`src/shared/ifd_pkg.sv`:
```
// shared constants, enumerations and the decoded-instruction carrier
// assumes one core clock per oscillator period and 16-bit program words
`default_nettype none

package ifd_pkg;

    // ------------------------------------------------------------------
    // instruction set size and word layout
    // ------------------------------------------------------------------
    localparam int IFD_STD_COUNT = 75;       // core instructions
    localparam int IFD_EXT_COUNT = 8;        // extended (software stack) instructions
    localparam int IFD_WORD_W = 16;
    localparam logic [3:0] IFD_SECOND_TAG = 4'hF;   // top nibble of every second word

    // ------------------------------------------------------------------
    // cycle timing
    // ------------------------------------------------------------------
    localparam int IFD_OSC_PER_CYCLE = 4;
    localparam logic [1:0] IFD_LAST_PHASE = 2'(IFD_OSC_PER_CYCLE - 1);
    localparam logic [1:0] IFD_FIRST_PHASE = 2'h0;
    localparam logic [1:0] IFD_PHASE_STEP = 2'h1;
    localparam logic [1:0] IFD_CYC_ONE = 2'h1;
    localparam logic [1:0] IFD_CYC_TWO = 2'h2;

    // ------------------------------------------------------------------
    // opcode groups, top nibble and second nibble
    // ------------------------------------------------------------------
    localparam logic [3:0] IFD_OP_MISC = 4'h0;
    localparam logic [3:0] IFD_OP_BIT_LO = 4'h7;
    localparam logic [3:0] IFD_OP_BIT_HI = 4'hB;
    localparam logic [3:0] IFD_OP_BIT_SKIP = 4'hA;  // this and next nibble test a bit
    localparam logic [3:0] IFD_OP_MOVE_FF = 4'hC;
    localparam logic [3:0] IFD_OP_REL_BR = 4'hD;
    localparam logic [3:0] IFD_OP_GRP_E = 4'hE;
    localparam logic [3:0] IFD_OP_BYTE_6 = 4'h6;
    localparam logic [3:0] IFD_SUB_BANK = 4'h1;
    localparam logic [3:0] IFD_SUB_LIT_LO = 4'h8;
    localparam logic [3:0] IFD_SUB_ADD_FSR = 4'h8;
    localparam logic [3:0] IFD_SUB_SUB_FSR = 4'h9;
    localparam logic [3:0] IFD_SUB_PUSH_LIT = 4'hA;
    localparam logic [3:0] IFD_SUB_MOVE_STK = 4'hB;
    localparam logic [3:0] IFD_SUB_CALL_LO = 4'hC;
    localparam logic [3:0] IFD_SUB_CALL_HI = 4'hD;
    localparam logic [3:0] IFD_SUB_LOAD_FSR = 4'hE;
    localparam logic [3:0] IFD_SUB_GOTO = 4'hF;
    localparam logic [15:0] IFD_WORD_CALL_W = 16'h0014;
    localparam logic [4:0] IFD_TBL_PREFIX = 5'h01;     // bits 7:3 of a table access
    localparam logic [6:0] IFD_RET_PREFIX = 7'h09;     // bits 7:1 of return
    localparam logic [6:0] IFD_RETI_PREFIX = 7'h08;    // bits 7:1 of return from interrupt
    localparam logic [5:0] IFD_SKIP_DEC_Z = 6'h0B;     // bits 15:10, decrement skip if zero
    localparam logic [5:0] IFD_SKIP_INC_Z = 6'h0F;
    localparam logic [5:0] IFD_SKIP_INC_NZ = 6'h12;
    localparam logic [5:0] IFD_SKIP_DEC_NZ = 6'h13;
    localparam logic [2:0] IFD_SKIP_CMP = 3'h0;        // low two bits match bits 11:10 of 0x6 group, compares

    // ------------------------------------------------------------------
    // enumerations and carrier
    // ------------------------------------------------------------------
    typedef enum logic [1:0] {
        IFD_CAT_BYTE,
        IFD_CAT_BIT,
        IFD_CAT_LIT,
        IFD_CAT_CTRL
    } ifd_cat_t;

    // encoding follows the two-bit mode field of the table instructions
    typedef enum logic [1:0] {
        IFD_TBL_KEEP,
        IFD_TBL_POST_INC,
        IFD_TBL_POST_DEC,
        IFD_TBL_PRE_INC
    } ifd_tbl_t;

    typedef struct packed {
        ifd_cat_t cat;
        logic ext_set;
        logic double_word;
        logic orphan_nop;
        logic conditional;
        logic pc_change;
        logic [1:0] cycles;
        logic [11:0] file_addr;
        logic [11:0] dest_addr;
        logic has_dest;
        logic dest_to_freg;
        logic dest_to_accum;
        logic uses_ram;
        logic access_ram;
        logic bank_select;
        logic [2:0] bit_num;
        logic [11:0] literal;
        logic [1:0] fsr_sel;
        logic [19:0] prog_addr;
        logic fast_mode;
        logic shadow_update;
        logic tbl_access;
        ifd_tbl_t tbl_mode;
        logic [15:0] word_hi;
        logic [15:0] word_lo;
    } ifd_dec_t;

endpackage : ifd_pkg

`default_nettype wire

```
`src/logic/ifd_word_store.sv`:
```
// one-word store holding the first half of a double-word instruction
// assumes write and read are at least one clock apart; read data registered
`default_nettype none

module ifd_word_store (
    input wire logic core_clk,
    input wire logic sys_rst,
    input wire logic wr_en,
    input wire logic [15:0] wr_data,
    output logic [15:0] rd_data
);
    import ifd_pkg::*;

    logic [15:0] mem_q;
    logic [15:0] mem_d;
    logic [15:0] rd_q;

    // ------------------------------------------------------------------
    // storage and registered read
    // ------------------------------------------------------------------
    always_comb begin
        mem_d = wr_en ? wr_data : mem_q;
    end

    always_ff @(posedge core_clk) begin
        if (sys_rst) begin
            mem_q <= 16'h0000;
            rd_q <= 16'h0000;
        end else begin
            mem_q <= mem_d;
            rd_q <= mem_q;   // one clock of read latency
        end
    end

    assign rd_data = rd_q;

endmodule : ifd_word_store

`default_nettype wire

```
`src/logic/ifd_decoder.sv`:
```
// instruction format decoder and instruction cycle sequencer
// assumes program memory presents a word with pm_valid at the last phase
// of each instruction cycle, and execute reports cond_taken by the next one
`default_nettype none

// Function
// - recognise the 75 core instructions and 8 extended ones when enabled
// - a single-word instruction is one 16-bit word: opcode plus operand fields
// - exactly four core instructions span two consecutive words, 32 bits
// - second words start with four ones and run alone as a no-operation
// - one cycle normally; two when a test is true or PC changes
// - every double-word instruction takes two instruction cycles
// - one instruction cycle is four oscillator periods
// - classify as byte, bit, literal or control
// - byte ops carry file address, destination bit and access bit
// - destination zero writes accumulator, one writes the file register
// - bit ops carry file address, bit number and access bit
// - literal ops carry a constant, a pointer select, or nothing
// - control ops carry program address, fast bit, table mode, or nothing
// - access bit zero uses access RAM, one uses the bank select register
// - fast bit set saves or restores shadow registers, clear leaves them
// - table mode: pointer kept, post-increment, post-decrement or pre-increment
module ifd_decoder (
    input wire logic core_clk,
    input wire logic sys_rst,
    input wire logic [15:0] pm_word,
    input wire logic pm_valid,
    output logic pm_ready,
    input wire logic ext_set_en,
    input wire logic cond_taken,
    output logic [1:0] cycle_phase,
    output logic cycle_start,
    output logic issue,
    output logic flush_cycle,
    output ifd_pkg::ifd_dec_t dec
);
    import ifd_pkg::*;

    typedef enum logic [1:0] {
        ST_EXEC,
        ST_EXT_WORD,
        ST_FLUSH
    } ifd_state_t;

    // ------------------------------------------------------------------
    // decode helpers
    // ------------------------------------------------------------------

    // plain no-operation, also used for skipped and orphan words
    function automatic ifd_dec_t ifd_nop(input logic [15:0] w, input logic orphan);
        ifd_dec_t d;
        d = '0;
        d.cat = IFD_CAT_CTRL;
        d.cycles = IFD_CYC_ONE;
        d.word_hi = w;
        d.orphan_nop = orphan;
        return d;
    endfunction : ifd_nop

    // first-word decode; used at fetch and again on the stored word
    function automatic ifd_dec_t ifd_decode_word(input logic [15:0] w, input logic ext_en);
        ifd_dec_t d;
        logic [3:0] hi;
        logic [3:0] sub;
        d = ifd_nop(w, 1'b0);
        hi = w[15:12];
        sub = w[11:8];
        d.file_addr = {4'h0, w[7:0]};
        d.bit_num = w[11:9];
        d.literal = {4'h0, w[7:0]};
        if (hi == IFD_SECOND_TAG) begin
            d.orphan_nop = 1'b1;
        end else if (hi >= IFD_OP_BIT_LO && hi <= IFD_OP_BIT_HI) begin
            d.cat = IFD_CAT_BIT;
            d.uses_ram = 1'b1;
            d.conditional = (hi >= IFD_OP_BIT_SKIP);
        end else if (hi == IFD_OP_MOVE_FF) begin
            d.cat = IFD_CAT_BYTE;
            d.double_word = 1'b1;
            d.file_addr = w[11:0];
        end else if (hi == IFD_OP_REL_BR) begin
            d.cat = IFD_CAT_CTRL;
            d.pc_change = 1'b1;
            d.prog_addr = {{9{w[10]}}, w[10:0]};
        end else if (hi == IFD_OP_GRP_E) begin
            if (sub < IFD_SUB_ADD_FSR) begin
                d.conditional = 1'b1;                               // branch on status
                d.prog_addr = {{12{w[7]}}, w[7:0]};
            end else if (sub == IFD_SUB_ADD_FSR || sub == IFD_SUB_SUB_FSR) begin
                d.cat = IFD_CAT_LIT;
                d.ext_set = 1'b1;
                d.fsr_sel = w[7:6];
                d.literal = {6'h00, w[5:0]};
            end else if (sub == IFD_SUB_PUSH_LIT) begin
                d.cat = IFD_CAT_LIT;
                d.ext_set = 1'b1;
            end else if (sub == IFD_SUB_MOVE_STK) begin
                d.cat = IFD_CAT_BYTE;
                d.ext_set = 1'b1;
                d.double_word = 1'b1;
                d.file_addr = {5'h00, w[6:0]};
            end else if (sub == IFD_SUB_CALL_LO || sub == IFD_SUB_CALL_HI) begin
                d.double_word = 1'b1;
                d.pc_change = 1'b1;
                d.fast_mode = w[8];
                d.shadow_update = w[8];
            end else if (sub == IFD_SUB_LOAD_FSR) begin
                d.cat = IFD_CAT_LIT;
                d.double_word = 1'b1;
                d.fsr_sel = w[5:4];
            end else begin
                d.double_word = 1'b1;                               // absolute jump
                d.pc_change = 1'b1;
            end
        end else if (hi == IFD_OP_MISC && sub == 4'h0) begin
            if (w == IFD_WORD_CALL_W) begin
                d.ext_set = 1'b1;
                d.pc_change = 1'b1;
            end else if (w[7:3] == IFD_TBL_PREFIX) begin
                d.tbl_access = 1'b1;
                d.tbl_mode = ifd_tbl_t'(w[1:0]);
            end else if (w[7:1] == IFD_RET_PREFIX || w[7:1] == IFD_RETI_PREFIX) begin
                d.pc_change = 1'b1;
                d.fast_mode = w[0];
                d.shadow_update = w[0];
            end
        end else if (hi == IFD_OP_MISC && (sub == IFD_SUB_BANK || sub >= IFD_SUB_LIT_LO)) begin
            d.cat = IFD_CAT_LIT;
        end else begin
            d.cat = IFD_CAT_BYTE;
            d.uses_ram = 1'b1;
            d.has_dest = (hi != IFD_OP_BYTE_6) && !(hi == IFD_OP_MISC && !sub[2]);
            d.conditional = (w[15:10] == IFD_SKIP_DEC_Z) || (w[15:10] == IFD_SKIP_INC_Z)
                || (w[15:10] == IFD_SKIP_INC_NZ) || (w[15:10] == IFD_SKIP_DEC_NZ)
                || (hi == IFD_OP_BYTE_6 && w[11:10] == IFD_SKIP_CMP[1:0]);
            d.dest_to_freg = d.has_dest ? w[9] : (hi == IFD_OP_BYTE_6 && w[11]);
            d.dest_to_accum = d.has_dest && !w[9];
        end
        // ram operand bank choice: access bit low ignores bank select
        if (d.uses_ram) begin
            d.access_ram = !w[8];
            d.bank_select = w[8];
        end
        // extended encodings are plain no-operations while the set is off
        if (d.ext_set && !ext_en) begin
            d = ifd_nop(w, 1'b0);
        end
        d.cycles = (d.double_word || d.pc_change) ? IFD_CYC_TWO : IFD_CYC_ONE;
        return d;
    endfunction : ifd_decode_word

    // ------------------------------------------------------------------
    // state
    // ------------------------------------------------------------------
    logic [1:0] phase_q;
    logic [1:0] phase_d;
    ifd_state_t state_q;
    ifd_state_t state_d;
    ifd_dec_t dec_q;
    ifd_dec_t dec_d;
    logic issue_q;
    logic issue_d;
    logic cond_pend_q;
    logic cond_pend_d;
    logic flush_q;
    logic flush_d;
    logic store_we;
    logic [15:0] store_rd;
    logic boundary;
    ifd_dec_t first_dec;
    ifd_dec_t held_dec;

    ifd_word_store u_store (
        .core_clk(core_clk),
        .sys_rst(sys_rst),
        .wr_en(store_we),
        .wr_data(pm_word),
        .rd_data(store_rd)
    );

    // ------------------------------------------------------------------
    // phase counter and sequencer
    // ------------------------------------------------------------------

    // one word is taken per instruction cycle, at its last phase
    assign boundary = (phase_q == IFD_LAST_PHASE);
    assign first_dec = ifd_decode_word(pm_word, ext_set_en);
    assign held_dec = ifd_decode_word(store_rd, ext_set_en);

    // a skipped double-word lets its second word through; the tag makes it a nop
    always_comb begin
        phase_d = phase_q + IFD_PHASE_STEP;
        state_d = state_q;
        dec_d = dec_q;
        issue_d = 1'b0;
        flush_d = 1'b0;
        cond_pend_d = cond_pend_q;
        store_we = 1'b0;
        if (boundary) begin
            case (state_q)
                ST_EXEC: begin
                    if (pm_valid && cond_pend_q && cond_taken) begin
                        dec_d = ifd_nop(pm_word, 1'b0);
                        issue_d = 1'b1;
                        flush_d = 1'b1;
                        cond_pend_d = 1'b0;
                    end else if (pm_valid && first_dec.double_word) begin
                        store_we = 1'b1;
                        state_d = ST_EXT_WORD;
                        cond_pend_d = 1'b0;
                    end else if (pm_valid) begin
                        dec_d = first_dec;
                        issue_d = 1'b1;
                        cond_pend_d = first_dec.conditional;
                        if (first_dec.pc_change) begin
                            state_d = ST_FLUSH;
                        end
                    end
                end
                ST_EXT_WORD: begin
                    // the second fetch cycle is the instruction's second cycle
                    if (pm_valid) begin
                        dec_d = held_dec;
                        dec_d.word_lo = pm_word;
                        dec_d.dest_addr = pm_word[11:0];
                        if (held_dec.cat == IFD_CAT_LIT) begin
                            dec_d.literal = {store_rd[3:0], pm_word[7:0]};
                        end
                        if (held_dec.cat == IFD_CAT_CTRL) begin
                            dec_d.prog_addr = {pm_word[11:0], store_rd[7:0]};
                        end
                        issue_d = 1'b1;
                        state_d = ST_EXEC;
                    end
                end
                ST_FLUSH: begin
                    // the prefetched word is stale after a jump and is dropped
                    dec_d = ifd_nop(pm_word, 1'b0);
                    issue_d = 1'b1;
                    flush_d = 1'b1;
                    state_d = ST_EXEC;
                end
                default: begin
                    state_d = ST_EXEC;
                end
            endcase
        end
    end

    always_ff @(posedge core_clk) begin
        if (sys_rst) begin
            phase_q <= IFD_FIRST_PHASE;
            state_q <= ST_EXEC;
            dec_q <= '0;
            issue_q <= 1'b0;
            flush_q <= 1'b0;
            cond_pend_q <= 1'b0;
        end else begin
            phase_q <= phase_d;
            state_q <= state_d;
            dec_q <= dec_d;
            issue_q <= issue_d;
            flush_q <= flush_d;
            cond_pend_q <= cond_pend_d;
        end
    end

    // ------------------------------------------------------------------
    // outputs
    // ------------------------------------------------------------------

    // ready only at the word-taking phase; a flush still accepts and drops
    assign pm_ready = boundary;
    assign cycle_phase = phase_q;
    assign cycle_start = (phase_q == IFD_FIRST_PHASE);
    assign issue = issue_q;
    assign flush_cycle = flush_q;
    assign dec = dec_q;

endmodule : ifd_decoder

`default_nettype wire

```
`config.mk`:
```
export PLATFORM = sky130hd
export DESIGN_NAME = ifd_decoder
export DESIGN_NICKNAME = d
export VERILOG_FILES = /design/src/shared/ifd_pkg.sv /design/src/logic/ifd_word_store.sv /design/src/logic/ifd_decoder.sv
export SDC_FILE = /design/constraint.sdc
export NUM_CORES = 1
export LEC_CHECK = 0
export ABC_AREA = 1
export BUFFER_PORTS_ARGS = -buffer_cell sky130_fd_sc_hd__buf_2
export CAP_MARGIN = 30
export CORE_ASPECT_RATIO = 0.75
export CORE_MARGIN = 10
export CORE_UTILIZATION = 46
export DETAILED_ROUTE_END_ITERATION = 10
export PLACE_DENSITY = 0.68
export SLEW_MARGIN = 30
export SYNTH_ARGS = -nofsm -noshare
export SYNTH_HDL_FRONTEND = slang
export SYNTH_SLANG_ARGS = --single-unit
export TNS_END_PERCENT = 1
```
`constraint.sdc`:
```
create_clock -name core_clk -period 5.2 [get_ports core_clk]
set_input_delay 0.78 -clock core_clk [delete_from_list [all_inputs] [get_ports core_clk]]
set_output_delay 0.78 -clock core_clk [all_outputs]
set_load 0.005 [all_outputs]
```
======== Word level (Yosys, flattened, before mapping) ========
Index checks and enable logic that the tools add are counted.
Widths: inputs -> output; s select.
operators by class
  add/sub/neg operators ................... 1
  magnitude comparators ................... 10
  equal/unequal tests ..................... 55
  muxes and demuxes ....................... 210
  bitwise operators ....................... 1
  reductions and logical operators ........ 62
operators by type and width
  operator             count
  $mux 113             6
  $pmux 113 s3         1
  $mux 39              6
  $mux 2               57
  $mux 8               14
  $mux 20              5
  $eq 4x4->1 const B   22
  $mux 12              7
  $mux 1               71
  $mux 34              2
  $mux 4               16
  $mux 3               12
  $eq 16x5->1 const B  2
  $mux 5               6
  $eq 7x4->1 const B   4
  $mux 14              2
  $eq 6x4->1 const B   4
  $eq 6x5->1 const B   4
  $logic_and 1x1->1    21
  $mux 10              2
  $logic_or 1x1->1     18
  $ge 4x4->1 const B   4
  $logic_not 4->1      4
  $ne 3x3->1 const B   4
  other kinds (21)     45
storage, ports and cells
  flip-flop bits (word level) ............. 152
  input bits .............................. 21
  output and inout bits ................... 119
  word-level logic and storage cells ...... 371

======== Logic depth before layout (Yosys ltp) ========
Gate-level depths: netlist (run 1).
  word-level depth ........................ 20
  mapped depth ............................ 15
  mapped depth without buffers ............ 13

======== Cells and area by module ========
A second synthesis (run 1) with hierarchy kept.
unflattened totals
  cell total of the unflattened synthesis .. 1117
  area, all modules ....................... 7231.9 um^2
modules (own cells, without submodules)
  module          instances  cells each  area each (um^2)  sequential area each (um^2)
  ifd_decoder     1          966         6090.8            2142.1
  ifd_word_store  1          151         1141.1            640.6

======== Least setup slack after synthesis (run 1) ========
Ideal clock, no wire load.
  path type ............................... input -> register
  from .................................... in pm_word[13]
  to ...................................... reg dec_q, in the netlist dec[110]
  setup time .............................. 116 ps
  arrival ................................. 2193 ps
  required time ........................... 5084 ps
  path slack .............................. 2891 ps
  stages on the path ...................... 13
  buffers on the path ..................... 3
  cells stage by stage .................... buf_4 > nor2_2 > nand2_1 > nor2_4 > nand2_2 > nand2_4 > nand2_4 > nand4_4 > nand2_4 > buf_8 > buf_6 > a21oi_1 > nor2_1
between the ends
  cells in the longest elaborated chain, start to end .. 14
  elaborated cells between the ends (all ways) .. 28
  those cells by class .................... order compare (2); eq/ne (6); mux (14); reduce/logical (6)
ends and longest elaborated chain
  element                                         line                                    text
  from (decl)                                     ifd_decoder.sv:26                       input wire logic [15:0] pm_word,
  $eq 16x5->1 or $logic_not 4->1 (tied branches)  ifd_decoder.sv:116, ifd_decoder.sv:115
  $mux 1 or $logic_and 1x1->1 (tied branches)     ifd_decoder.sv:116, ifd_decoder.sv:115
  $mux 1                                          ifd_decoder.sv:115                      end else if (hi == IFD_OP_MISC && sub == 4'h0) begin
  $mux 3                                          ifd_decoder.sv:85                       end else if (hi == IFD_OP_GRP_E) begin
  $mux 2                                          ifd_decoder.sv:81                       end else if (hi == IFD_OP_REL_BR) begin
  $mux 1                                          ifd_decoder.sv:77                       end else if (hi == IFD_OP_MOVE_FF) begin
  $mux 2                                          ifd_decoder.sv:73                       end else if (hi >= IFD_OP_BIT_LO && hi <= IFD_OP_BIT_HI) begin
  $mux 4 (*)                                      ifd_decoder.sv:71                       if (hi == IFD_SECOND_TAG) begin
  $logic_and 1x1->1                               ifd_decoder.sv:145                      if (d.ext_set && !ext_en) begin
  $mux 113 (*)                                    ifd_decoder.sv:145
  $mux 113                                        ifd_decoder.sv:211                      end else if (pm_valid) begin
  $mux 113                                        ifd_decoder.sv:207                      end else if (pm_valid && first_dec.double_word) begin
  $mux 113                                        ifd_decoder.sv:202                      if (pm_valid && cond_pend_q && cond_taken) begin
  $pmux 113 s3                                    ifd_decoder.sv:200                      case (state_q)
  to (signal assigned)                            ifd_decoder.sv:254                      dec_q <= '0;
  to (signal assigned)                            ifd_decoder.sv:261                      dec_q <= dec_d;
  to (decl)                                       ifd_decoder.sv:159                      ifd_dec_t dec_q;
Every way passes the cells marked *; elsewhere a longest branch is shown, timed or not. The select of a mux whose other input is x is not followed.
A chain may end at the register's enable or synchronous reset.

======== Worst setup path after layout (run 1) ========
  from .................................... reg state_q[0]
  to ...................................... reg dec_q, in the netlist dec[48]
between the ends
  cells in the longest elaborated chain, start to end .. 3
  elaborated cells between the ends (all ways) .. 9
  those cells by class .................... eq/ne (5); mux (1); reduce/logical (3)
ends and longest elaborated chain
  element                                       line                text
  from (decl)                                   ifd_decoder.sv:157  ifd_state_t state_q;
  from (signal assigned)                        ifd_decoder.sv:260  state_q <= state_d;
  $eq 2x1->1 (tied with other cells)            ifd_decoder.sv:200
  $ne 2x2->1 (no line) (tied with other cells)  --
  $reduce_and 5->1 (no line)                    --
Parallel ways exist; a longest one is shown, timed or not.

==> results of run 1 <==
==> layout by cell type (no fill, tap or decap), types with 3 or more instances in the layout <==
master and n:
nand4_1 28, nor3_1 10, a21oi_1 58, clkbuf_16 17, inv_2 5, nand2_2 3
nand2_4 4, nor2_4 4, o21ai_0 116, buf_2 139, clkinvlp_4 3, buf_4 7
inv_1 116, nor4_1 8, nor2_1 262, clkbuf_8 3, inv_6 3, o22ai_1 15
ha_1 7, nand2_1 177, nand3_1 70, nor2_2 6, dfxtp_1 139
==> final timing paths <==
kind / from / endpoint / cells past startpoint
min reg2reg: u_store.mem_q[13] / u_store.rd_data[13] / 2
max reg2reg: state_q[0] / dec[48] / 11
min: u_store.mem_q[13] / u_store.rd_data[13] / 2
max: state_q[0] / dec[48] / 11
==> metal layers <==
layer | global-route usage | vias up | wire length, um
met2 | 0.316 | 388 | 9850
met5 | 0 | - | 0
li1 | - | 3801 | -
met1 | 0.367 | 3504 | 12800
met3 | 0.0551 | 15 | 2870
met4 | 0.0484 | 0 | 151
==> sequential cells by signal, summed over array words and instances, names as in the netlist <==
register and count:
cycle_phase 2, cond_pend_q 1, u_store.rd_data 16, issue 1
state_q 2, u_store.mem_q 16, dec 100, flush_cycle 1
==> kinds of logic (layout without fill, tap and decap cells) <==
family / after synthesis / in the layout / share of synthesized area
flip-flops: 139 / 139 / 0.381
adder cells (fa/ha/maj): 7 / 7 / 0.0120
AO/OA/AOI/OAI: 200 / 200 / 0.144
AND/OR/NAND/NOR: 581 / 581 / 0.345
buffers and inverters: 194 / 302 / 0.118
==> layout make-up <==
cell class	instances	area [um2]
fillers	1607	6860
multi-input cells	788	3650
flip-flops and latches	139	2780
repair buffers	146	748
inverters	124	470
clock buffers	20	467
well taps	205	256
clock inverters	12	136
==> stage by stage <==
| stage | std cells | hold slack [ns] | area [um2] | utilization |
|---|---|---|---|---|
| finish | 1434 | 0.427 | 8510 | 0.554 |
| global route | 1434 | 0.446 | 8510 | 0.554 |
| CTS | 1434 | 0.429 | 8510 | 0.554 |
| detailed placement | 1402 | 0.420 | 7910 | 0.515 |
| global placement | 1402 | 0.412 | 7910 | 0.515 |
| floorplan | 1121 | 0.403 | 7300 | - |
==> worst max-delay path, cell delays in order, from the launching register on <==
cell      delay, ns
dfxtp_1        0.41
inv_1          0.09
ha_1           0.53
clkinv_1       0.54
nand2_1        0.42
inv_1          0.22
nand2_1        0.30
nor3_2         0.12
nor2_8         0.17
nand2_1        0.07
nand2_1        0.06
inv_1          0.04
==> power by group <==
group / internal [mW] / switching, mW
clock network: 0.748 / 0.489
logic: 0.0717 / 0.151
registers: 1.09 / 0.0152
total: 1.91 / 0.655
==> reports/metrics.cfg, run 1 <==
[global_routing]
grt_pass1_vias=7000
antenna_found_initial=0
grt_pass1_wl_mm=39.9
grt.total_usage=0.235
grt-ovfl-total=0
grt_max_degree=100

[routing]
viasPerCell=5.38
drc=0
vias=7708
dr.pass1.iters=6
wl_per_cell_um=17.9
wirelength_mm=25.6
drtAntennaViolNets=0
first_iter_violations=1071

[synth]
synth_area_um2=7300
yosysMostFrequentCell=nor2_1
synth_flop_cell=dfxtp_1
yosys_warnings=0
synth_cells=1121
syn_avg_cell_area_um2=6.51
synth-edff-count=0
ys_seq_elements=139
synth_top_area_share=0.381
ys_seq_area_frac=0.381
syn-num-nets=1149
synthTopCellsByArea=dfxtp_1 38%, nor2_1 14%, nand2_1 9.1%
synth_cell_type_count=40
synth_top_cell_by_area=dfxtp_1
synthArstFlopShare=0
synth_commonest_cells=263 x nor2_1, 177 x nand2_1, 139 x dfxtp_1

[floorplanning]
core_area_um2=15400
initial_core_util=0.475
ios=140
fp.dieH_um=129
die_w_um=165
rows=39
die-area_um2=21300

[clock_tree]
cts-htree-levels=4
ctsResizeCount=0
holdBufCountCts=0
cts_tree=built
cts_buffers=17
cts_sinks=139
clk_latency_ns=0.42
cts_setup_buffers=0
root_buffer=clkbuf_16
cts_max_path_buffers=2
cts.clk_slew.worst_paths_ns=0.06

[finish]
drive_gt1_frac=0.168
syn_to_final_growth_pct=16.7
fin_nets=1244
antenna_cells=0

[sta]
max_freq_mhz=323
slew_headroom=0.364
finClkSkew_ns=0.00686
hold_violations=0
min_period_ns=3.09
worst_pin_slew_ns=0.954
rsz0062_at_grt=false
fin_ws_ns=2.11
drv_slew=0
timing.final.crit_share=0.595
setup-tns-final_ns=0
setup_viol=0

[place]
gp_congestion=0.973
dp_hpwl_mm=18.9
io_buffers=139
place_ws_ns=1.94

[worst_setup_path]
worstPathMaxFanout=18
cp-start-kind=register
critical_path_arrival_ns=3.41
required_ns=5.52
path_class=reg2reg
worstSetupEndpointType=register
r2r_setup_slack_ns=2.11

[outcome]
status=completed

[min_path]
holdCritPathClass=reg2reg

[flow_run]
cap_violations=0

[power]
irDropWorstVdd_mv=0.217
p_per_area_nw_per_um2=302
finalPower_mw=2.57
leakage_nw=3.99

No activity file was read; power rests on OpenSTA's default activity.
==> run 2, diff against run 1 <==
- ABC_AREA: 1 -> 0
- PLACE_DENSITY: 0.68 -> 0.71
- clock period: 5.2 -> 2.65 ns (I/O delays scaled with it)
==> reports/metrics.cfg, run 2 <==
[synth]
yosysMostFrequentCell=dfxtp_1
synth_area_um2=6860  ; -6.0%
synth_top_cell_by_area=dfxtp_1
syn-num-nets=886  ; -23%
synth_cells=858  ; -23%
ys_seq_elements=139  ; unchanged
yosys_warnings=0  ; unchanged
synthTopCellsByArea=dfxtp_1 41%, nor2_1 7.2%, a211oi_1 5.0%
syn_avg_cell_area_um2=7.99  ; +23%
synth-edff-count=0  ; unchanged
ys_seq_area_frac=0.406  ; +0.0245
synth_top_area_share=0.406  ; +0.0245
synthArstFlopShare=0  ; unchanged
synth_flop_cell=dfxtp_1
synth_cell_type_count=68  ; +70%
synth_commonest_cells=139 x dfxtp_1, 132 x nor2_1, 79 x nand2_1

[worst_setup_path]
critPathTopFamily=simple AND/OR/NAND/NOR gates
critical_path_arrival_ns=2.82  ; -0.59 ns
worstPathMaxFanout=5  ; -13
r2r_start=u_store.rd_data[14]
required_ns=2.94  ; -2.58 ns
worstSetupEndpointType=register
slowest_stage=or4_1
critical-path-max-stage-delay_ns=0.64  ; +0.10 ns
worstPathCellList=or4_1 -> nor4_4 -> o2111ai_4 -> buf_4 -> or2_2 -> a41o_1 -> o211ai_1 -> a21oi_1
startpoint=u_store.rd_data[14]
path_class=reg2reg
path_buf_inv=1  ; -3
cp-start-kind=register

[sta]
hold_violations=0  ; unchanged
rsz0062_at_grt=true
timing.final.crit_share=0.954  ; +0.359
worst_pin_slew_ns=0.677  ; -0.277 ns
setup-tns-final_ns=0  ; unchanged
finClkSkew_ns=0.0120  ; +0.00518 ns
drv_slew=0  ; unchanged
holdWs_ns=0.276  ; -0.151 ns
setup_viol=0  ; unchanged
max_freq_mhz=396  ; +22%
slew_headroom=0.549  ; +0.184
min_period_ns=2.53  ; -0.564 ns
fin_ws_ns=0.122  ; -1.99 ns

[routing]
wirelength_mm=24.3  ; -5.2%
drtAntennaViolNets=0  ; unchanged
drc=0  ; unchanged
dr.pass1.iters=5  ; -1
vias=7328  ; -4.9%
wl_per_cell_um=19.6  ; +9.6%
first_iter_violations=1049  ; -2.1%
viasPerCell=5.91  ; +9.9%

[clock_tree]
cts_buffers=17  ; unchanged
cts-htree-levels=4  ; unchanged
clk_latency_ns=0.43  ; about the same
cts_max_path_buffers=2  ; unchanged
root_buffer=clkbuf_16
cts_tree=built
cts_setup_buffers=0  ; unchanged
cts.clk_slew.worst_paths_ns=0.06  ; about the same
cts_sinks=139  ; unchanged

[global_routing]
grt_pass1_vias=6817  ; -2.6%
grt_max_degree=57  ; -43%
grt-ovfl-total=0  ; unchanged
antenna_found_initial=1  ; +1
grt_pass1_wl_mm=38.2  ; -4.3%
grt.total_usage=0.229  ; -0.00578

[place]
place_ws_ns=0.0276  ; -1.91 ns
place_area_um2=8280  ; +4.7%
dp_cells=1208  ; -14%
gp_congestion=0.978  ; +0.45%
dp_hpwl_mm=17.9  ; -5.1%
io_buffers=139  ; unchanged

[finish]
fin_nets=1055  ; -15%
utilization=0.620  ; +0.0665
final_common_cell=dfxtp_1
regArea_um2=2780  ; unchanged
fin_area_um2=9020  ; +6.0%
largest_reg_flops=100  ; unchanged
stdcell_count=1240  ; -14%
n_fill_cell=1274  ; -21%
syn_to_final_growth_pct=31.6
antenna_cells=0  ; unchanged
multi_input_area_um2=3600  ; -1.4%
layout_common_cells=139 x dfxtp_1, 138 x buf_2, 132 x nor2_1
drive_gt1_frac=0.293  ; +0.125

[power]
power_frac_clock=0.506  ; +0.024
irDropWorstVdd_mv=0.412  ; +90%
p_seq_frac=0.406  ; -0.025
intPower_mw=4.01  ; +110%
p_sw_frac=0.244  ; -0.0110
p_switching_mw=1.29  ; +98%
leakage_nw=3.76  ; -5.7%
p_per_area_nw_per_um2=588  ; +95%
finalPower_mw=5.31  ; +110%
p_comb_frac=0.088  ; about the same

[floorplanning]
ios=140  ; unchanged
rows=38  ; -2.6%
fp.dieH_um=126  ; -2.6%
core_area_um2=14500  ; -5.3%
die_w_um=161  ; -2.7%
initial_core_util=0.471  ; -0.00345
die-area_um2=20200  ; -5.2%

[min_path]
worstHoldStart=pm_word[14]
holdCritPathClass=in2reg

[flow_run]
cap_violations=0  ; unchanged

[outcome]
status=completed

==> run 2: cell types whose count changed after synthesis, sizes merged, moves of 17 or more <==
| cell | change |
|---|---|
| inv | -107 |
| clkbuf | +17 |
| nand4 | -21 |
| o21ai | -90 |
| nand2 | -105 |
| a211oi | +46 |
| nor2 | -139 |
| nor3 | +47 |
| nand3 | -47 |
| nor2b | +24 |
==> run 2: worst min-delay path, delay by kind of cell <==
| kind | cells | cell delay [ns] |
|---|---|---|
| compound gates | 1 | 0.06 |
| buf+inv | 1 | 0.12 |
| simple gates | 1 | 0.07 |
==> run 2: cells by family (layout without fill, tap and decap cells) <==
family,after synthesis,count (layout),synth area share
compound gates,215,215,0.224
mux,15,15,0.0219
buf+inv,112,294,0.0830
simple gates,370,370,0.253
fa+ha+maj,7,7,0.0128
flops,139,139,0.406
==> run 2: layout make-up <==
type / instances / area share
clock inverter: 15 / 0.0259
sequential: 139 / 0.308
timing repair buffer: 246 / 0.185
inverter: 16 / 0.00665
clock buffer: 17 / 0.0471
tap: 200 / 0.0277
multi-input combinational: 607 / 0.399
==> run 2: worst paths after layout <==
path / endpoint / slack [ns] / depth (start not counted)
max: dec[61] / 0.12 / 8
min: dec[14] / 0.28 / 3
max reg2reg: dec[61] / 0.12 / 8
min reg2reg: u_store.rd_data[14] / 0.45 / 2
==> run 2: what timing repair did <==
item | 4_1_cts | 5_1_grt
resized for setup | 0 | 13
endpoints found under the setup margin | 0 | 34
hold buffers | 0 | 0
==> run 2: per-layer routing <==
layer / routed length, um / track usage / vias up
met5: 13 / 0 / -
met1: 11000 / 0.328 / 3422
li1: - / - / 3411
met4: 359 / 0.0539 / 2
met3: 2800 / 0.0739 / 43
met2: 10100 / 0.325 / 450
==> run 2: power groups by stage <==
stage	logic [mW]	clock network, mW	registers, mW
3_3_place_gp	0.444	0	2.20
2_1_floorplan	0.239	0	2.20
3_5_place_dp	0.449	0	2.20
4_1_cts	0.452	2.70	2.16
6_report	0.465	2.68	2.16
5_1_grt	0.502	2.80	2.16
==> run 3, diff against run 2 <==
- RECOVER_POWER: default -> 25
==> reports/metrics.cfg, run 3 (synthesis gave the netlist of run 2 again) <==
[outcome]
status=completed

[clock_tree]
cts_tree=built
cts-htree-levels=4  ; unchanged
cts_max_path_buffers=2  ; unchanged
root_buffer=clkbuf_16
cts_buffers=17  ; unchanged
cts_sinks=139  ; unchanged
cts_setup_buffers=0  ; unchanged
cts.clk_slew.worst_paths_ns=0.06  ; about the same
clk_latency_ns=0.43  ; about the same

[finish]
drive_gt1_frac=0.255  ; -0.0385
fin_nets=1055  ; unchanged
largest_reg_flops=100  ; unchanged
n_fill_cell=1294  ; +1.6%
final_common_cell=dfxtp_1
stdcell_count=1240  ; unchanged
layout_common_cells=139 x dfxtp_1, 132 x nor2_1, 100 x buf_2
utilization=0.616  ; -0.00464
antenna_cells=0  ; unchanged
syn_to_final_growth_pct=30.7

[routing]
dr.pass1.iters=5  ; unchanged
drc=0  ; unchanged
wirelength_mm=24.4  ; +0.51%
vias=7276  ; -0.71%
wl_per_cell_um=19.7  ; +0.51%
first_iter_violations=908  ; -13%
viasPerCell=5.87  ; -0.71%
drtAntennaViolNets=0  ; unchanged

[worst_setup_path]
slowest_stage=or4_4
worstPathCellList=or4_4 -> nor4_4 -> o2111ai_4 -> buf_4 -> or2_2 -> a41o_1 -> o211ai_1 -> a21oi_1
path_class=reg2reg
critical-path-max-stage-delay_ns=0.58  ; -0.06 ns
critical_path_arrival_ns=2.84  ; +0.02 ns
r2r_start=u_store.rd_data[11]
r2r_setup_slack_ns=0.11  ; -0.02 ns
worstSetupEndpointType=register
required_ns=2.94  ; about the same
ff2ff_path_depth=8  ; unchanged
worstPathMaxFanout=5  ; unchanged
cp-start-kind=register
reg2reg_to=dec[61]

[sta]
worst_pin_slew_ns=1.22  ; +0.548 ns
timing.final.crit_share=0.960  ; +0.00627
finClkSkew_ns=0.0119  ; -0.000130 ns
rsz0062_at_grt=true
setup-tns-final_ns=0  ; unchanged
min_period_ns=2.54  ; +0.0166 ns
max_freq_mhz=393  ; -0.65%
setup_viol=0  ; unchanged
drv_slew=0  ; unchanged
slew_headroom=0.183  ; -0.365
hold_violations=0  ; unchanged

[floorplanning]
fp.dieH_um=126  ; unchanged
rows=38  ; unchanged
die_w_um=161  ; unchanged
core_area_um2=14500  ; unchanged
initial_core_util=0.471  ; unchanged
die-area_um2=20200  ; unchanged
ios=140  ; unchanged

[global_routing]
grt_pass1_wl_mm=38.2  ; unchanged
grt-ovfl-total=0  ; unchanged
grt_pass1_vias=6817  ; unchanged
antenna_found_initial=1  ; unchanged
grt_max_degree=57  ; unchanged
grt.total_usage=0.229  ; unchanged

[place]
dp_hpwl_mm=17.9  ; unchanged
gp_congestion=0.978  ; unchanged
io_buffers=139  ; unchanged
dp_cells=1208  ; unchanged

[power]
finalPower_mw=5.30  ; about the same
leakage_nw=3.58  ; -4.7%
p_per_area_nw_per_um2=592  ; +0.72%
irDropWorstVdd_mv=0.417  ; +1.3%

[min_path]
min_delay_path_depth=3  ; unchanged
min_to=dec[14]
holdCritPathClass=in2reg
worstHoldStart=pm_word[14]

[flow_run]
cap_violations=0  ; unchanged

==> run 3: cell types whose count changed in the layout (fill, tap and decap cells not counted) <==
cell | before | now
buf_4 | 94 | 93
buf_2 | 138 | 100
clkbuf_1 | 0 | 40
buf_12 | 13 | 12
==> run 3: worst max path at each step <==
| stage | slack (ns) | startpoint | cells past startpoint | to |
|---|---|---|---|---|
| 2_1_floorplan | 0.22 | pm_word[10] | 9 | dec[47] |
| 4_1_cts | 0.007 | u_store.rd_data[11] | 9 | dec[45] |
| 3_5_place_dp | 0.03 | u_store.rd_data[11] | 9 | dec[45] |
| 3_3_place_gp | -0.05 | pm_word[11] | 9 | dec[66] |
| 5_1_grt | -0.06 | state_q[0] | 9 | dec[78] |
| 6_report | 0.11 | u_store.rd_data[11] | 8 | dec[61] |
==> run 3: worst max-delay path, delay by kind of cell (launching register included) <==
kind / cells / cell delay, ns
buffers and inverters: 1 / 0.20
flip-flops: 1 / 0.33
AND/OR/NAND/NOR: 3 / 1.24
AO/OA/AOI/OAI: 4 / 0.65
==> run 3: routing by layer <==
layer | wire length, um | vias to the layer above | track usage | share of wire
met5 | 13 | - | 0 | 0.00053
met1 | 11100 | 3414 | 0.328 | 0.46
met2 | 10200 | 414 | 0.325 | 0.42
li1 | - | 3408 | - | -
met3 | 2720 | 38 | 0.0739 | 0.11
met4 | 349 | 2 | 0.0539 | 0.014
==> run 3: final cells by class <==
type                    instances  area (um2)  area share
clock buffers                  17         425      0.0475
well taps                     200         250      0.0279
flip-flops and latches        139        2780       0.311
clock inverters                15         234      0.0261
inverters                      16        60.1     0.00670
multi-input cells             607        3600       0.402
repair buffers                246        1600       0.179
==> run 3: timing repair <==
action	in CTS	in global routing
hold buffers	0	0
setup endpoints to repair	0	34
gates resized for setup	0	13
==> run 3: per-stage QoR <==
step / hold slack [ns] / worst slack (ns) / instance area [um2]
final: 0.273 / 0.106 / 8960
after global routing: 0.283 / -0.0587 / 8960
after CTS: 0.270 / 0.00717 / 8940
after detailed placement: 0.428 / 0.0276 / 8280
after global placement: 0.428 / -0.0501 / 8270
after floorplan: 0.410 / 0.221 / 6860
==> run 3: power by group <==
part / internal, mW / total [mW] / switching [mW]
registers: 2.13 / 2.16 / 0.0243
logic: 0.180 / 0.457 / 0.277
clock network: 1.69 / 2.69 / 0.999
total: 4.00 / 5.30 / 1.30
